`src/logic/dcw_consts.svh`:
```
// Offsets, field positions, reset values and decode constants of the configuration word map
`ifndef DCW_CONSTS_SVH
`define DCW_CONSTS_SVH

// Word indices of the configuration words; the bus byte address is four times the index
`define DCW_OFF_BOOT      24'hf80000
`define DCW_OFF_SPARE     24'hf80002
`define DCW_OFF_GENERAL   24'hf80004
`define DCW_OFF_OSC_SRC   24'hf80006
`define DCW_OFF_OSC       24'hf80008
`define DCW_OFF_WDT       24'hf8000a
`define DCW_OFF_POR       24'hf8000c
`define DCW_OFF_DEBUG     24'hf8000e
`define DCW_OFF_CMP       24'hf80010
// Extra words: load status (bit 0 set once the map is applied) and boot end address
`define DCW_OFF_STATUS    24'hf80014
`define DCW_OFF_BOOT_END  24'hf80018
`define DCW_WORD_BASE     24'hf80000

// Implemented-bit masks; unimplemented bits read as zero unless forced to one
`define DCW_MASK_BOOT     8'h0f
`define DCW_MASK_SPARE    8'h00
`define DCW_MASK_GENERAL  8'h07
`define DCW_MASK_OSC_SRC  8'h87
`define DCW_MASK_OSC      8'hc7
`define DCW_MASK_WDT      8'hff
`define DCW_MASK_POR      8'h67
`define DCW_MASK_DEBUG    8'he3
`define DCW_MASK_CMP      8'h3f
`define DCW_ONES_CMP      8'hc0
`define DCW_ONES_CMP_SMALL 8'hff

// Erased (unprogrammed) value of every nonvolatile byte
`define DCW_ERASED        8'hff

// Boot segment size field
`define DCW_BSS_LSB       1
`define DCW_BSS_MSB       3
`define DCW_BOOT_END_X10  24'h0007fe
`define DCW_BOOT_END_X01  24'h001ffe
`define DCW_BOOT_END_X00  24'h003ffe
`define DCW_BOOT_END_NONE 24'h000000

`endif

```
`src/logic/dcw_pkg.sv`:
```
// Types shared by the configuration word map modules
package dcw_pkg;
    typedef enum logic [3:0] {
        DCW_BOOT, DCW_SPARE, DCW_GENERAL, DCW_OSC_SRC, DCW_OSC,
        DCW_WDT, DCW_POR, DCW_DEBUG, DCW_CMP, DCW_STATUS, DCW_BOOT_END, DCW_NONE
    } dcw_sel_t;

    typedef enum logic [1:0] {
        DCW_ST_RESET, DCW_ST_LOAD, DCW_ST_RUN
    } dcw_state_t;
endpackage

```
`src/logic/dcw_store_if.sv`:
```
// Port bundle between the controller and the configuration byte store
`timescale 1ns/10ps
`default_nettype none
interface dcw_store_if;
    logic       wr_en;
    logic [3:0] wr_idx;
    logic [7:0] wr_data;
    logic [3:0] rd_idx;
    logic [7:0] rd_data;
    modport ctrl  (output wr_en, output wr_idx, output wr_data, output rd_idx, input rd_data);
    modport store (input wr_en, input wr_idx, input wr_data, input rd_idx, output rd_data);
endinterface
`default_nettype wire

```
`src/logic/dcw_store.sv`:
```
// Nonvolatile configuration byte store with registered read data
`timescale 1ns/10ps
`default_nettype none
`include "dcw_consts.svh"
module dcw_store #(
    parameter int DEPTH = 9
) (
    input  wire logic  hclk,
    input  wire logic  hresetn,
    input  wire logic  ce,
    dcw_store_if.store sif
);
    logic [7:0] mem_ff [DEPTH] = '{default: `DCW_ERASED};
    logic [7:0] nxt_mem [DEPTH];
    logic [7:0] rd_ff;
    logic [7:0] nxt_rd;

    always_comb begin
        for (int i = 0; i < DEPTH; i++) begin
            nxt_mem[i] = mem_ff[i];
        end
        if (sif.wr_en && (int'(sif.wr_idx) < DEPTH)) begin
            nxt_mem[sif.wr_idx] = sif.wr_data;
        end
        nxt_rd = (int'(sif.rd_idx) < DEPTH) ? mem_ff[sif.rd_idx] : 8'h00;
    end

    // Nonvolatile: bytes survive hresetn, else nothing written could ever be applied;
    // the declaration stands in for erased flash at power-up
    always_ff @(posedge hclk) begin
        if (ce) begin
            for (int i = 0; i < DEPTH; i++) begin
                mem_ff[i] <= nxt_mem[i];
            end
        end
    end

    always_ff @(posedge hclk or negedge hresetn) begin
        if (!hresetn) begin
            rd_ff <= 8'h00;
        end else if (ce) begin
            rd_ff <= nxt_rd;
        end
    end

    assign sif.rd_data = rd_ff;
endmodule
`default_nettype wire

```
`src/logic/dcw_boot_decode.sv`:
```
// Boot segment size to boot segment end address decoder
`timescale 1ns/10ps
`default_nettype none
`include "dcw_consts.svh"
module dcw_boot_decode (
    input  wire logic [2:0]  bss,
    output logic      [23:0] boot_end,
    output logic             boot_en
);
    // The top bit of the size field is a don't care
    always_comb begin
        unique case (bss[1:0])
            2'h2: begin
                boot_end = `DCW_BOOT_END_X10;
                boot_en  = 1'b1;
            end
            2'h1: begin
                boot_end = `DCW_BOOT_END_X01;
                boot_en  = 1'b1;
            end
            2'h0: begin
                boot_end = `DCW_BOOT_END_X00;
                boot_en  = 1'b1;
            end
            2'h3: begin
                boot_end = `DCW_BOOT_END_NONE;
                boot_en  = 1'b0;
            end
        endcase
    end
endmodule
`default_nettype wire

```
`src/logic/dcw_top.sv`:
```
// Configuration word map: AHB-Lite access, reset-time latch and field decode
`timescale 1ns/10ps
`default_nettype none
`include "dcw_consts.svh"
module dcw_top #(
    parameter bit SMALL_VARIANT = 1'b0,
    parameter int NUM_CFG       = 9
) (
    input  wire logic        hclk,
    input  wire logic        hresetn,
    input  wire logic        ce,
    input  wire logic        hsel,
    input  wire logic [31:0] haddr,
    input  wire logic [1:0]  htrans,
    input  wire logic        hwrite,
    input  wire logic [2:0]  hsize,
    input  wire logic [31:0] hwdata,
    input  wire logic        hready,
    output logic      [31:0] hrdata,
    output logic             hreadyout,
    output logic             hresp,
    output logic      [23:0] boot_end_addr,
    output logic             boot_seg_en,
    output logic             boot_write_protect,
    output logic      [7:0]  wdt_cfg,
    output logic      [7:0]  cmp_cfg,
    output logic             cfg_valid
);
    // ======================================================================
    // Address decode
    // ======================================================================
    function automatic dcw_pkg::dcw_sel_t dcw_decode(input logic [31:0] a);
        unique case (a[25:2])
            `DCW_OFF_BOOT:     dcw_decode = dcw_pkg::DCW_BOOT;
            `DCW_OFF_SPARE:    dcw_decode = dcw_pkg::DCW_SPARE;
            `DCW_OFF_GENERAL:  dcw_decode = dcw_pkg::DCW_GENERAL;
            `DCW_OFF_OSC_SRC:  dcw_decode = dcw_pkg::DCW_OSC_SRC;
            `DCW_OFF_OSC:      dcw_decode = dcw_pkg::DCW_OSC;
            `DCW_OFF_WDT:      dcw_decode = dcw_pkg::DCW_WDT;
            `DCW_OFF_POR:      dcw_decode = dcw_pkg::DCW_POR;
            `DCW_OFF_DEBUG:    dcw_decode = dcw_pkg::DCW_DEBUG;
            `DCW_OFF_CMP:      dcw_decode = dcw_pkg::DCW_CMP;
            `DCW_OFF_STATUS:   dcw_decode = dcw_pkg::DCW_STATUS;
            `DCW_OFF_BOOT_END: dcw_decode = dcw_pkg::DCW_BOOT_END;
            default:           dcw_decode = dcw_pkg::DCW_NONE;
        endcase
    endfunction

    // Read view of a byte: mask unimplemented bits, force the read-as-one bits
    function automatic logic [7:0] dcw_view(input logic [3:0] idx, input logic [7:0] v);
        logic [7:0] m;
        logic [7:0] ones;
        m    = 8'h00;
        ones = 8'h00;
        unique case (idx)
            4'h0: m = `DCW_MASK_BOOT;
            4'h1: m = `DCW_MASK_SPARE;
            4'h2: m = `DCW_MASK_GENERAL;
            4'h3: m = `DCW_MASK_OSC_SRC;
            4'h4: m = `DCW_MASK_OSC;
            4'h5: m = `DCW_MASK_WDT;
            4'h6: m = `DCW_MASK_POR;
            4'h7: m = `DCW_MASK_DEBUG;
            4'h8: begin
                m    = `DCW_MASK_CMP;
                ones = SMALL_VARIANT ? `DCW_ONES_CMP_SMALL : `DCW_ONES_CMP;
            end
            default: m = 8'h00;
        endcase
        dcw_view = (v & m) | ones;
    endfunction

    // ======================================================================
    // Bus slave: address phase capture
    // ======================================================================
    logic                  act_ff;
    logic                  nxt_act;
    logic                  wr_ff;
    logic                  nxt_wr;
    dcw_pkg::dcw_sel_t     sel_ff;
    dcw_pkg::dcw_sel_t     nxt_sel;
    logic [31:0]           hrdata_ff;
    logic [31:0]           nxt_hrdata;
    logic                  rd_pend_ff;
    logic                  nxt_rd_pend;

    dcw_store_if sif ();

    dcw_store #(
        .DEPTH (NUM_CFG)
    ) u_store (
        .hclk    (hclk),
        .hresetn (hresetn),
        .ce      (ce),
        .sif     (sif)
    );

    logic take;
    assign take = hsel && hready && htrans[1];

    // ======================================================================
    // Latch controller
    // ======================================================================
    dcw_pkg::dcw_state_t   st_ff;
    dcw_pkg::dcw_state_t   nxt_st;
    logic [3:0]            ld_idx_ff;
    logic [3:0]            nxt_ld_idx;
    logic [7:0]            lat_ff [NUM_CFG];
    logic [7:0]            nxt_lat [NUM_CFG];

    // Store reads are one cycle late, so the loader reads index i and writes i-1
    always_comb begin
        nxt_st     = st_ff;
        nxt_ld_idx = ld_idx_ff;
        for (int i = 0; i < NUM_CFG; i++) begin
            nxt_lat[i] = lat_ff[i];
        end
        unique case (st_ff)
            dcw_pkg::DCW_ST_RESET: begin
                nxt_st     = dcw_pkg::DCW_ST_LOAD;
                nxt_ld_idx = 4'h1;
            end
            dcw_pkg::DCW_ST_LOAD: begin
                nxt_lat[ld_idx_ff - 4'h1] = sif.rd_data;
                if (int'(ld_idx_ff) == NUM_CFG) begin
                    nxt_st = dcw_pkg::DCW_ST_RUN;
                end else begin
                    nxt_ld_idx = ld_idx_ff + 4'h1;
                end
            end
            dcw_pkg::DCW_ST_RUN: begin
                nxt_st = dcw_pkg::DCW_ST_RUN;
            end
        endcase
    end

    always_ff @(posedge hclk or negedge hresetn) begin
        if (!hresetn) begin
            st_ff     <= dcw_pkg::DCW_ST_RESET;
            ld_idx_ff <= 4'h0;
            for (int i = 0; i < NUM_CFG; i++) begin
                lat_ff[i] <= 8'h00;
            end
        end else if (ce) begin
            st_ff     <= nxt_st;
            ld_idx_ff <= nxt_ld_idx;
            for (int i = 0; i < NUM_CFG; i++) begin
                lat_ff[i] <= nxt_lat[i];
            end
        end
    end

    // ======================================================================
    // Store port sharing and bus data phase
    // ======================================================================
    logic loading;
    assign loading = (st_ff != dcw_pkg::DCW_ST_RUN);

    // Writes land in the store only; the applied map changes at next reset
    assign sif.wr_en   = act_ff && wr_ff && (int'(sel_ff) < NUM_CFG) && ce;
    assign sif.wr_idx  = 4'(int'(sel_ff));
    assign sif.wr_data = hwdata[7:0];
    assign sif.rd_idx  = loading ? ld_idx_ff - (st_ff == dcw_pkg::DCW_ST_RESET ? 4'h0 : 4'h0)
                                 : (take ? 4'(int'(dcw_decode(haddr))) : 4'h0);

    logic [23:0] bend;
    logic        ben;
    dcw_boot_decode u_dec (
        .bss      (lat_ff[0][`DCW_BSS_MSB:`DCW_BSS_LSB]),
        .boot_end (bend),
        .boot_en  (ben)
    );

    logic [7:0] status_b;
    assign status_b = {7'h00, ~loading};

    always_comb begin
        nxt_act     = take && !loading;
        nxt_wr      = hwrite;
        nxt_sel     = dcw_decode(haddr);
        nxt_rd_pend = act_ff && !wr_ff;
        nxt_hrdata  = hrdata_ff;
        if (!take || loading) begin
            nxt_wr  = wr_ff;
            nxt_sel = sel_ff;
        end
        // Loaded in the wait state, so the word stands while hreadyout is high
        if (act_ff && !wr_ff) begin
            if (int'(sel_ff) < NUM_CFG) begin
                nxt_hrdata = {24'h0, dcw_view(4'(int'(sel_ff)), sif.rd_data)};
            end else if (sel_ff == dcw_pkg::DCW_STATUS) begin
                nxt_hrdata = {24'h0, status_b};
            end else if (sel_ff == dcw_pkg::DCW_BOOT_END) begin
                nxt_hrdata = {8'h0, bend};
            end else begin
                nxt_hrdata = 32'h0;
            end
        end
    end

    always_ff @(posedge hclk or negedge hresetn) begin
        if (!hresetn) begin
            act_ff     <= 1'b0;
            wr_ff      <= 1'b0;
            sel_ff     <= dcw_pkg::DCW_NONE;
            hrdata_ff  <= 32'h0;
            rd_pend_ff <= 1'b0;
        end else if (ce) begin
            act_ff     <= nxt_act;
            wr_ff      <= nxt_wr;
            sel_ff     <= nxt_sel;
            hrdata_ff  <= nxt_hrdata;
            rd_pend_ff <= nxt_rd_pend;
        end
    end

    // Reads need a second cycle for the registered store output; writes
    // finish at once, and nothing is taken while the map loads
    always_comb begin
        hreadyout = 1'b1;
        if (loading) begin
            hreadyout = 1'b0;
        end else if (act_ff && !wr_ff && !rd_pend_ff) begin
            hreadyout = 1'b0;
        end
    end
    assign hrdata    = hrdata_ff;
    assign hresp     = 1'b0;

    // ======================================================================
    // Applied settings
    // ======================================================================
    assign boot_end_addr      = bend;
    assign boot_seg_en        = ben;
    assign boot_write_protect = lat_ff[0][0];
    assign wdt_cfg            = lat_ff[5];
    assign cmp_cfg            = dcw_view(4'h8, lat_ff[8]);
    assign cfg_valid          = !loading;

    // ======================================================================
    // Checks
    // ======================================================================
    boot_end_x10_a : assert property (@(posedge hclk) disable iff (!hresetn)
        (lat_ff[0][2:1] == 2'h2) |-> (boot_end_addr == 24'h0007fe))
        else $error("boot end wrong for x10");
    boot_end_x01_a : assert property (@(posedge hclk) disable iff (!hresetn)
        (lat_ff[0][2:1] == 2'h1) |-> (boot_end_addr == 24'h001ffe))
        else $error("boot end wrong for x01");
    boot_end_x00_a : assert property (@(posedge hclk) disable iff (!hresetn)
        (lat_ff[0][2:1] == 2'h0) |-> (boot_end_addr == 24'h003ffe))
        else $error("boot end wrong for x00");
    unimpl_zero_a : assert property (@(posedge hclk) disable iff (!hresetn)
        (rd_pend_ff && sel_ff == dcw_pkg::DCW_BOOT) |-> (hrdata[7:4] == 4'h0))
        else $error("unimplemented bits not zero");
    cmp_top_ones_a : assert property (@(posedge hclk) disable iff (!hresetn)
        cfg_valid |-> (cmp_cfg[7:6] == 2'h3))
        else $error("comparator top bits not one");
    cmp_small_a : assert property (@(posedge hclk) disable iff (!hresetn)
        (SMALL_VARIANT && cfg_valid) |-> (cmp_cfg == 8'hff))
        else $error("small variant comparator not all ones");
    cfg_hold_a : assert property (@(posedge hclk) disable iff (!hresetn)
        (cfg_valid && ce) |=> (cfg_valid && $stable(wdt_cfg) && $stable(boot_end_addr)))
        else $error("applied configuration changed");
    load_time_a : assert property (@(posedge hclk) disable iff (!hresetn)
        (st_ff == dcw_pkg::DCW_ST_RESET && ce) |=> loading [*1] ##[0:20] cfg_valid)
        else $error("configuration load too slow");
    spare_zero_a : assert property (@(posedge hclk) disable iff (!hresetn)
        (rd_pend_ff && sel_ff == dcw_pkg::DCW_SPARE) |-> (hrdata == 32'h0))
        else $error("spare word not zero");
    byte_upper_a : assert property (@(posedge hclk) disable iff (!hresetn)
        (rd_pend_ff && int'(sel_ff) < NUM_CFG) |-> (hrdata[31:8] == 24'h0))
        else $error("upper read bits not zero");
    cmp_read_ones_a : assert property (@(posedge hclk) disable iff (!hresetn)
        (rd_pend_ff && sel_ff == dcw_pkg::DCW_CMP) |-> (hrdata[7:6] == 2'h3))
        else $error("comparator read top bits not one");
    load_busy_a : assert property (@(posedge hclk) disable iff (!hresetn)
        loading |-> !hreadyout)
        else $error("bus ready while loading");
    ce_freeze_a : assert property (@(posedge hclk) disable iff (!hresetn)
        !ce |=> ($stable(st_ff) && $stable(hrdata) && $stable(wdt_cfg)))
        else $error("state moved while clock enable low");

    // Bus timing and decode choices
    read_wait_a : assert property (@(posedge hclk) disable iff (!hresetn)
        (act_ff && !wr_ff && !rd_pend_ff) |-> !hreadyout)
        else $error("read answered without wait state");
    write_no_wait_a : assert property (@(posedge hclk) disable iff (!hresetn)
        (act_ff && wr_ff && !loading) |-> hreadyout)
        else $error("write answered late");
    boot_none_a : assert property (@(posedge hclk) disable iff (!hresetn)
        (cfg_valid && lat_ff[0][2:1] == 2'h3) |-> (!boot_seg_en && boot_end_addr == 24'h0))
        else $error("boot segment shown for size x11");
endmodule
`default_nettype wire

```
`config.mk`:
```
export PLATFORM = sky130hd
export DESIGN_NAME = dcw_top
export DESIGN_NICKNAME = d
export VERILOG_FILES = /design/src/logic/dcw_pkg.sv /design/src/logic/dcw_store_if.sv /design/src/logic/dcw_store.sv /design/src/logic/dcw_boot_decode.sv /design/src/logic/dcw_top.sv
export VERILOG_INCLUDE_DIRS = /design/src /design/src/logic
export SDC_FILE = /design/constraint.sdc
export NUM_CORES = 1
export LEC_CHECK = 0
export BUFFER_PORTS_ARGS = -buffer_cell sky130_fd_sc_hd__buf_2
export CORE_UTILIZATION = 44
export DETAILED_ROUTE_END_ITERATION = 8
export HOLD_SLACK_MARGIN = 0.02
export PLACE_DENSITY = 0.68
export SLEW_MARGIN = 20
export SYNTH_ARGS = -nofsm -noshare
export SYNTH_HDL_FRONTEND = slang
export SYNTH_SLANG_ARGS = --single-unit
```
`constraint.sdc`:
```
create_clock -name hclk -period 6.9 [get_ports hclk]
set_clock_uncertainty 0.15 [all_clocks]
set_input_delay 0.69 -clock hclk [delete_from_list [all_inputs] [get_ports hclk]]
set_output_delay 0.69 -clock hclk [all_outputs]
set_load 0.03 [all_outputs]
```
## After elaboration in Yosys (flattened, before gate mapping)

Memory sizes are Yosys's and may differ from the RTL's.
Index checks and enable logic that the tools add are counted.

| storage, ports and cells | value |
|---|---|
| register bits after elaboration | 125 |
| bits in writable memories | 72 |
| bits of input ports | 75 |
| output and inout bits | 77 |
| word-level logic and storage cells | 117 |
| memories | 1 |

Memory list:

| memory | words | width | read ports | clocked after memory_dff | write ports | line | RTL |
|---|---|---|---|---|---|---|---|
| u_store.mem_ff | 9 | 8 | 10 | 0 | 9 | dcw_store.sv:13 | `` logic [7:0] mem_ff [DEPTH] = '{default: `DCW_ERASED}; `` |

| operators by class | value |
|---|---|
| $add $sub $neg | 2 |
| magnitude comparators | 6 |
| equal/unequal tests | 29 |
| muxes and demuxes | 30 |
| bitwise gates (word level) | 6 |
| reduce and logical (&&, ||, !) cells | 26 |

Operators by type and width:

| operator | count |
|---|---|
| 24-bit equality test, second input constant | 11 |
| 72-bit bitwise mux | 2 |
| 24-bit one-hot mux with 4 select lines | 1 |
| 24-bit 2-to-1 mux | 3 |
| 72-bit 2-to-1 mux | 1 |
| 8-bit demux with 4-bit select | 2 |
| 8-bit 2-to-1 mux | 8 |
| 8-bit one-hot mux with 8 select lines | 1 |
| 4-bit one-hot mux with 11 select lines | 1 |
| 4-bit by 3-bit equality test with 1-bit output, second input constant | 4 |
| 4-bit equality test, second input constant | 4 |
| 4-bit 2-to-1 mux | 3 |
| 1-bit logical AND | 11 |
| 5-bit >= comparator, second input constant | 2 |
| 5-bit by 1-bit less-than comparator with 1-bit output, second input constant | 2 |
| 4-bit inverter with 5-bit output | 2 |
| 8-bit bitwise AND | 1 |
| 4-bit by 2-bit equality test with 1-bit output, second input constant | 2 |
| 4-bit less-than comparator, second input constant | 2 |
| 8-bit OR | 1 |
| 4-bit one-hot mux with 2 select lines | 1 |
| 2-bit AND reduction | 4 |
| 2-bit equality test, second input constant | 3 |
| 2-bit inequality test, second input constant | 3 |
| other kinds (15) | 24 |

## Logic depth before layout (Yosys ltp)

Gate-level depths: netlist of run 1.

| depth | value |
|---|---|
| depth in word-level cells | 7 |
| gate-level depth with buffers | 11 |
| depth with buffers taken out | 9 |

## Cells and area by module

From an unflattened synthesis of run 1, not the netlist that was laid out.

| unflattened totals | value |
|---|---|
| cells, all modules | 456 |
| area, all modules | 6127.1 um^2 |

By module, submodules not included:

| module | instances | cells each | area each (um^2) | seq. area each (um^2) |
|---|---|---|---|---|
| dcw_store | 1 | 172 | 3129.3 | 2362.3 |
| dcw_top | 1 | 258 | 2817.7 | 1380.1 |
| dcw_boot_decode | 1 | 26 | 180.2 | 0.0 |

## Worst setup path before layout of run 1

OpenSTA, ideal clock, no wires.

| timing path | value |
|---|---|
| kind | register -> register |
| start point | register st_ff[0] |
| end point | register u_store.rd_ff[6], in the netlist u_store.sif.rd_data[6] |
| library setup time | 118 ps |
| arrival | 2393 ps |
| data required time | 6632 ps |
| path slack | 4238 ps |
| cell stages (with the launch flop) | 11 |
| path buffers | 1 |
| period minus slack after synthesis | 2662 ps |
| cells stage by stage | dfrtp_1 > inv_1 > ha_1 > buf_2 > and4_1 > nand4_1 > o22ai_1 > mux2_2 > o31ai_1 > a31oi_1 > a21o_1 |

| on the way | value |
|---|---|
| cells in the longest elaborated chain, start to end | 4 |
| elaborated cells on any way between the ends | 5 |
| classes of those cells | order compare: 1; eq/ne: 1; mux: 2; memory: 1 |

RTL lines:

| item | line | RTL |
|---|---|---|
| start: declaration | dcw_top.sv:104 | `dcw_pkg::dcw_state_t st_ff;` |
| start signal: assignment | dcw_top.sv:139 | `st_ff <= dcw_pkg::DCW_ST_RESET;` |
| start signal: assignment | dcw_top.sv:145 | `st_ff <= nxt_st;` |
| 2-bit inequality test * | dcw_top.sv:157 | `assign loading = (st_ff != dcw_pkg::DCW_ST_RUN);` |
| 4-bit 2-to-1 mux * | dcw_top.sv:163 | `assign sif.rd_idx = loading ? ld_idx_ff - (st_ff == dcw_pkg::DCW_ST_RESET ? 4'h0 : 4'h0)` |
| memory read 9 x 8 bit / 4-bit less-than comparator (equally long branches) | - |  |
| 8-bit 2-to-1 mux * | dcw_store.sv:25 | `nxt_rd = (int'(sif.rd_idx) < DEPTH) ? mem_ff[sif.rd_idx] : 8'h00;` |
| end signal: assignment | dcw_store.sv:42 | `rd_ff <= nxt_rd;` |
| end: declaration | dcw_store.sv:15 | `logic [7:0] rd_ff;` |

Mark *: on every way between the ends. The rest lies on a longest branch, timed or not.
A chain may end at the register's enable or synchronous reset.

## Worst setup path in the final report of run 1

| timing path | value |
|---|---|
| start point | register st_ff[0] |
| end point | register u_store.rd_ff[0], in the netlist u_store.sif.rd_data[0] |

The elaborated chain is that of the path after synthesis.

==> run_results.csv, run 1 <==
group,metric,value,unit
outcome,outcome,"finished clean",
clock_tree,holdBufCountCts,0,
cells_and_area,diodes,0,
cells_and_area,drive_above_1_share,27.1,%
synthesis,synth_warnings,0,
power_and_ir_drop,ir_drop,204,uV
timing,period_minus_slack,3.17,ns
synthesis,mappedNetlistArea,5770,um^2
cells_and_area,fin_nets,634,
run,maxCapViolations,0,
floorplanning,dieHeight,116,um
clock_tree,postCtsResizedCells,0,
route,drc,0,
clock_tree,cts_buffer_depth,2,
synthesis,synth.most_common_cell,"nand2_1",
floorplanning,core_area,12700,um^2
placement,portBuffers,83,
route,avgViaCountPerCell,5.11,
worst_setup_path,critPathRequiredTime,7.01,ns
cells_and_area,n_fill_cell,1096,
timing,period_share,45.9,%
worst_setup_path,cp.arrival,3.28,ns
synthesis,yosysSeqAreaShare,58.8,%
route,dr.pass1.iters,7,
floorplanning,fp.dieW,116,um
placement,post-place-ws,3.77,ns
timing,tightest_slew,0.935,ns
synthesis,synthArstFlopShare,40.5,%
worst_setup_path,cp-end-kind,"flop",
grt,overflow,0,
grt,grt_pass1_vias,3658,
grt,grt_pass1_wl,18.8,mm
clock_tree,clock_latency,0.41,ns
placement,gp_congestion,0.850,
floorplanning,initial_core_util,45.3,%
floorplanning,io_pins,152,
worst_setup_path,path_class,"reg -> reg",
synthesis,netlist_instances,491,
worst_setup_path,critPathMaxFanout,11,
worst_setup_path,r2r_slack,3.73,ns
synthesis,synth_area_leaders,"edfxtp_1 (38%), dfrtp_1 (20%), buf_4 (7.9%)",
placement,placedCellCount,704,
route,finalWirelength,11.8,mm
floorplanning,dieArea,13600,um^2
power_and_ir_drop,finalPower,2.83,mW
synthesis,synth_area_leader_cell,"edfxtp_1",
route,num_vias,3759,
clock_tree,path_clk_slew,0.06,ns
timing,rsz0062_at_grt,"no",
timing,slew-limit-headroom,37.3,%
worst_setup_path,worstSetupStartpointType,"flop",
power_and_ir_drop,p_leak,2.74,nW
clock_tree,cts_max_level,4,
timing,max_freq,316,MHz
timing,finalSetupViolCount,0,
clock_tree,post_cts_buffers,0,
route,ant_nets,0,
worst_setup_path,r2r_cells,8,
timing,setup_tns,0,ns
power_and_ir_drop,p_per_area,431,nW/um^2
grt,grt.total_usage,18.8,%
placement,place_hpwl,8.00,mm
route,post_drt_wl_per_cell,16.1,um
clock_tree,cts_sinks,121,
cells_and_area,stdcell_count,736,
floorplanning,fp-row-count,41,
route,drtIter0Drc,296,
timing,timing.final.ws_setup,3.73,ns
timing,slew_violations,0,
synthesis,yosysUniqueCellTypes,57,
grt,antenna_found_initial,0,
synthesis,syn_area_per_cell,11.7,um^2
clock_tree,cts_root_buf,"clkbuf_16",
worst_setup_path,reg2reg_to,"u_store.sif.rd_data[0]",
synthesis,yosysTopAreaCellShare,37.5,%
synthesis,yosys_register_bits,121,
timing,final_hold_viol_count,0,
worst_setup_path,r2r-start,"st_ff[0]",
min_path,hp-class,"in -> async",
clock_tree,cts_buffers,17,
synthesis,netlist_top_cells_count,"nand2_1 (73), edfxtp_1 (72), buf_4 (61), dfrtp_1 (46), nor2_1 (36)",
synthesis,synthFlopType,"edfxtp_1",
clock_tree,cts_tree,"yes",
grt,grt_max_degree,50,
cells_and_area,syn_to_final_growth,14.0,%
synthesis,synth_edf_count,72,
==> placed cells by master, fill, tap and decap left out, drive strengths merged, types with 8 or more instances in the layout <==
cell / count
mux2i: 8
edfxtp: 72
dfrtp: 46
ha: 8
buf: 85
nor2: 37
clkbuf: 17
nand2: 74
nand3: 20
o21ai: 19
mux2: 20
a21oi: 16
conb: 32
nor3: 8
inv: 16
==> worst max-delay path: stages, from the launching register on <==
cell	delay, ns
dfrtp_1	0.38
inv_1	0.11
ha_1	0.42
and4_1	0.40
nand4_1	0.16
o22a_1	0.30
a21oi_1	0.68
a32o_1	0.30
o221ai_1	0.13
==> logic make-up (layout without fill, tap and decap cells) <==
| group | count (synthesis) | in the layout | synth area share, % |
|---|---|---|---|
| mux | 28 | 28 | 5.30 |
| xor+xnor | 3 | 3 | 0.456 |
| other cells | 2 | 32 | 0.130 |
| compound gates | 79 | 79 | 9.74 |
| buf+inv | 84 | 127 | 9.90 |
| simple gates | 166 | 166 | 13.9 |
| flops | 121 | 121 | 58.8 |
| fa+ha+maj | 8 | 8 | 1.74 |
==> flip-flops by register name (all words and copies together), names as in the netlist <==
name                 cells
rd_pend_ff               1
st_ff                    2
u_store.mem_ff          72
lat_ff                   2
act_ff                   1
sel_ff                   4
hrdata                  11
cmp_cfg                  6
boot_write_protect       1
wr_ff                    1
wdt_cfg                  8
ld_idx_ff                4
u_store.sif.rd_data      8
==> metrics by stage <==
stage	utilization, %	hold WS, ns	cell area [um^2]
after floorplan	-	0.244	5880
after global placement	47.2	0.292	6000
after detailed placement	47.2	0.292	6000
after CTS	51.6	0.310	6570
after global routing	51.7	0.208	6570
final	51.7	0.158	6570
==> layout make-up <==
| class | count | area (um^2) | share of cell area, % |
|---|---|---|---|
| clock inverter | 15 | 143 | 2.17 |
| sequential | 121 | 3390 | 51.6 |
| timing repair buffer | 85 | 433 | 6.59 |
| inverter | 10 | 37.5 | 0.571 |
| clock buffer | 17 | 425 | 6.47 |
| multi-input combinational | 316 | 1930 | 29.3 |
| tap | 172 | 215 | 3.27 |
==> how the worst max path moves through the flow <==
stage	startpoint	endpoint	slack (ns)	depth (start not counted)
2_1_floorplan	st_ff[0]	u_store.sif.rd_data[6]	4.24	10
3_3_place_gp	st_ff[0]	u_store.sif.rd_data[0]	3.81	8
3_5_place_dp	st_ff[0]	u_store.sif.rd_data[0]	3.77	8
4_1_cts	st_ff[0]	u_store.sif.rd_data[0]	3.75	8
5_1_grt	st_ff[0]	u_store.sif.rd_data[0]	3.60	8
6_report	st_ff[0]	u_store.sif.rd_data[0]	3.73	8
==> layer usage <==
| metal | vias up | GRT usage, % | share of wire (%) |
|---|---|---|---|
| li1 | 1793 | - | - |
| met1 | 1821 | 23.8 | 43 |
| met2 | 135 | 32.2 | 51 |
| met3 | 10 | 4.41 | 5.4 |
| met4 | 0 | 5.47 | 0.84 |
| met5 | - | 0 | 0 |
==> power breakdown <==
group          internal [mW]  switching (mW)  total, mW
registers              0.891           0.129       1.02
clock network          0.502           0.335      0.837
logic                  0.325           0.648      0.973
total                   1.72            1.11       2.83
Note: power is estimated with default switching activity, not from simulation.
==> run 2, diff against run 1 <==
--- a/config.mk
+++ b/config.mk
@@ -6,11 +6,12 @@
 export SDC_FILE = /design/constraint.sdc
 export NUM_CORES = 1
 export LEC_CHECK = 0
+export ABC_AREA = 1
 export BUFFER_PORTS_ARGS = -buffer_cell sky130_fd_sc_hd__buf_2
 export CORE_UTILIZATION = 44
 export DETAILED_ROUTE_END_ITERATION = 8
 export HOLD_SLACK_MARGIN = 0.02
-export PLACE_DENSITY = 0.68
+export PLACE_DENSITY = 0.67
 export SLEW_MARGIN = 20
 export SYNTH_ARGS = -nofsm -noshare
 export SYNTH_HDL_FRONTEND = slang
==> constraint.sdc (replaced) <==
create_clock -name hclk -period 3.1 [get_ports hclk]
set_clock_uncertainty 0.15 [all_clocks]
set_input_delay 0.31 -clock hclk [delete_from_list [all_inputs] [get_ports hclk]]
set_output_delay 0.31 -clock hclk [all_outputs]
set_load 0.03 [all_outputs]
==> run 2 against run 1 <==
Net effect:
- register-to-register slack got worse by 2.9 ns
- die area increased by 3.0%
- synthesized cell count increased by 28%
- via count increased by 15%
- worst hold slack got worse by 0.11 ns
- synthesized area increased by 3.0%
- combinational power increased by 110%
- total power increased by 120%
- design area increased by 4.8%
- largest power group unchanged
==> run_results.csv, run 2 <==
group,metric,value,unit
outcome,outcome,"finished clean",
synthesis,netlist_instances,628,
route,post_drt_wl_per_cell,14.0,um
synthesis,synth-simple-area-share,22.3,%
grt,gr-usage-met1,23.8,%
synthesis,synthFlopType,"edfxtp_1",
route,drc,0,
floorplanning,core_area,13200,um^2
clock_tree,path_clk_slew,0.06,ns
timing,slew_violations,0,
route,finalWirelength,12.5,mm
synthesis,synth_warnings,0,
cells_and_area,post-route-util,52.2,%
power_and_ir_drop,seq_power_share,34.7,%
synthesis,synth_edf_count,72,
floorplanning,initial_core_util,45.0,%
clock_tree,cts_root_buf,"clkbuf_16",
grt,grt_max_degree,50,
route,dr.pass1.iters,4,
placement,placedCellCount,856,
synthesis,yosysTopAreaCellShare,36.4,%
power_and_ir_drop,pwr-share-clk,31.9,%
timing,finalSetupViolCount,0,
synthesis,syn_area_per_cell,9.46,um^2
floorplanning,io_pins,152,
grt,gr-usage-met2,32.3,%
timing,tightest_slew,0.598,ns
synthesis,synth_area_leaders,"edfxtp_1 (36%), dfrtp_1 (19%), nand2_1 (9.5%)",
synthesis,synth.most_common_cell,"nand2_1",
placement,portBuffers,83,
min_path,hp-class,"in -> reg",
cells_and_area,final_cell_mix,"nand2_1 (151), buf_2 (82), edfxtp_1 (72), nand3_1 (71)",
cells_and_area,n_fill_cell,1186,
floorplanning,fp.dieW,118,um
cells_and_area,multiInputGateArea,1870,um^2
synthesis,synth_compound_area_share,4.57,%
worst_setup_path,critPathRequiredTime,3.25,ns
power_and_ir_drop,ir_drop,426,uV
route,avgViaCountPerCell,4.87,
power_and_ir_drop,p_comb_share,33.3,%
timing,max_freq,450,MHz
cells_and_area,layout_commonest_cell,"nand2_1",
power_and_ir_drop,p_per_area,908,nW/um^2
placement,gp_congestion,0.925,
power_and_ir_drop,p_sw_share,38.1,%
synthesis,yosysSeqAreaShare,57.1,%
cells_and_area,postLayoutCellArea,6890,um^2
power_and_ir_drop,p_int,3.87,mW
route,ant_nets,0,
synthesis,yosys_register_bits,121,
grt,antenna_found_initial,0,
cells_and_area,drive_above_1_share,21.3,%
synthesis,synth_xor_area_share,0.295,%
route,num_vias,4331,
floorplanning,dieHeight,118,um
placement,postPlaceCellArea,6250,um^2
run,maxCapViolations,0,
cells_and_area,diodes,0,
placement,place_hpwl,8.63,mm
worst_setup_path,path_class,"reg -> reg",
grt,grt_util_met3,4.44,%
power_and_ir_drop,p_leak,3.14,nW
clock_tree,cts_buffers,17,
clock_tree,cts_tree,"yes",
worst_setup_path,critPathMaxFanout,7,
timing,final_hold_viol_count,0,
timing,whs,0.0432,ns
route,drtIter0Drc,275,
worst_setup_path,worstSetupStartpointType,"flop",
floorplanning,dieArea,14000,um^2
cells_and_area,largest_reg_flops,72,
grt,grt.total_usage,19.0,%
timing,rsz0062_at_grt,"no",
worst_setup_path,cp-end-kind,"flop",
timing,slew-limit-headroom,60.1,%
synthesis,mappedNetlistArea,5940,um^2
cells_and_area,register_area,3390,um^2
timing,period_share,71.6,%
timing,setup_tns,0,ns
clock_tree,postCtsResizedCells,0,
worst_setup_path,r2r_slack,0.88,ns
clock_tree,cts_buffer_depth,2,
clock_tree,post_cts_buffers,0,
clock_tree,cts_sinks,121,
worst_setup_path,cp.arrival,2.37,ns
synthesis,netlist_top_cells_count,"nand2_1 (151), edfxtp_1 (72), nand3_1 (71), buf_4 (63)",
synthesis,synth_top_family_by_area,"simple AND/OR/NAND/NOR gates",
grt,grt_pass1_vias,4210,
synthesis,yosysUniqueCellTypes,39,
timing,period_minus_slack,2.22,ns
cells_and_area,fin_nets,784,
grt,grt.busiest_layer,"met2",
power_and_ir_drop,power.switching,2.38,mW
cells_and_area,syn_to_final_growth,15.9,%
synthesis,synthMuxAreaShare,0.569,%
timing,timing.final.ws_setup,0.880,ns
grt,grt_pass1_wl,20.4,mm
clock_tree,cts_max_level,4,
placement,post-place-ws,0.533,ns
synthesis,yosys.area_share.adder,1.69,%
grt,overflow,0,
power_and_ir_drop,finalPower,6.25,mW
synthesis,synth_area_leader_cell,"edfxtp_1",
cells_and_area,regMostFlops,"u_store.mem_ff",
synthesis,synthArstFlopShare,40.5,%
floorplanning,fp-row-count,42,
cells_and_area,stdcell_count,890,
clock_tree,clock_latency,0.41,ns
[run 2: what timing repair did]
item | CTS | global route
setup endpoints to repair | 0 | 0
hold endpoints to repair | 47 | 0
hold buffers | 2 | 0
[run 2: power by group through the flow]
stage          Clock, mW  Sequential [mW]  Combinational (mW)
6_report            2.00             2.17                2.08
5_1_grt             2.09             2.20                2.33
4_1_cts             2.01             2.17                2.10
3_5_place_dp           0             2.19                2.08
3_3_place_gp           0             2.18                2.03
2_1_floorplan          0             2.19                1.73
[run 2: routing by layer]
layer / share of wire, % / up-vias
li1: - / 2125
met1: 44 / 2033
met2: 50 / 164
met3: 5.5 / 9
met4: 0.66 / 0
met5: 0 / -
[run 2: final timing paths]
check / from / endpoint / cells past startpoint
min in group asynchronous: hresetn / u_store.sif.rd_data[4] / 2
hold / removal: hwdata[3] / u_store.mem_ff[7][3] / 1
max in group asynchronous: hresetn / u_store.sif.rd_data[0] / 2
hold reg to reg: cmp_cfg[0] / cmp_cfg[0] / 2
setup / recovery: st_ff[0] / u_store.sif.rd_data[2] / 9
setup reg to reg: st_ff[0] / u_store.sif.rd_data[2] / 9
[run 2: final cells by class]
type | count | area share [%]
clock buffers | 21 | 7.47
multi-input cells | 399 | 27.1
well taps | 176 | 3.20
inverters | 61 | 3.36
clock inverters | 11 | 1.47
repair buffers | 101 | 8.10
flip-flops and latches | 121 | 49.3
[run 2: worst max-delay path, cell delays in order, from the launching register on]
cell,delay (ns)
dfrtp_1,0.39
inv_1,0.09
ha_1,0.19
nand4_1,0.17
o22ai_1,0.44
inv_1,0.27
nand3_1,0.15
nand3_1,0.10
nand2_1,0.11
nand2_1,0.05
[run 2: kinds of logic (layout without fill, tap and decap cells)]
logic type	after synthesis	count (layout)
multiplexers	3	3
adder cells (fa/ha/maj)	8	8
buffers and inverters	138	194
flip-flops	121	121
other	2	32
AND/OR/NAND/NOR	306	306
AO/OA/AOI/OAI	48	48
XOR/XNOR	2	2
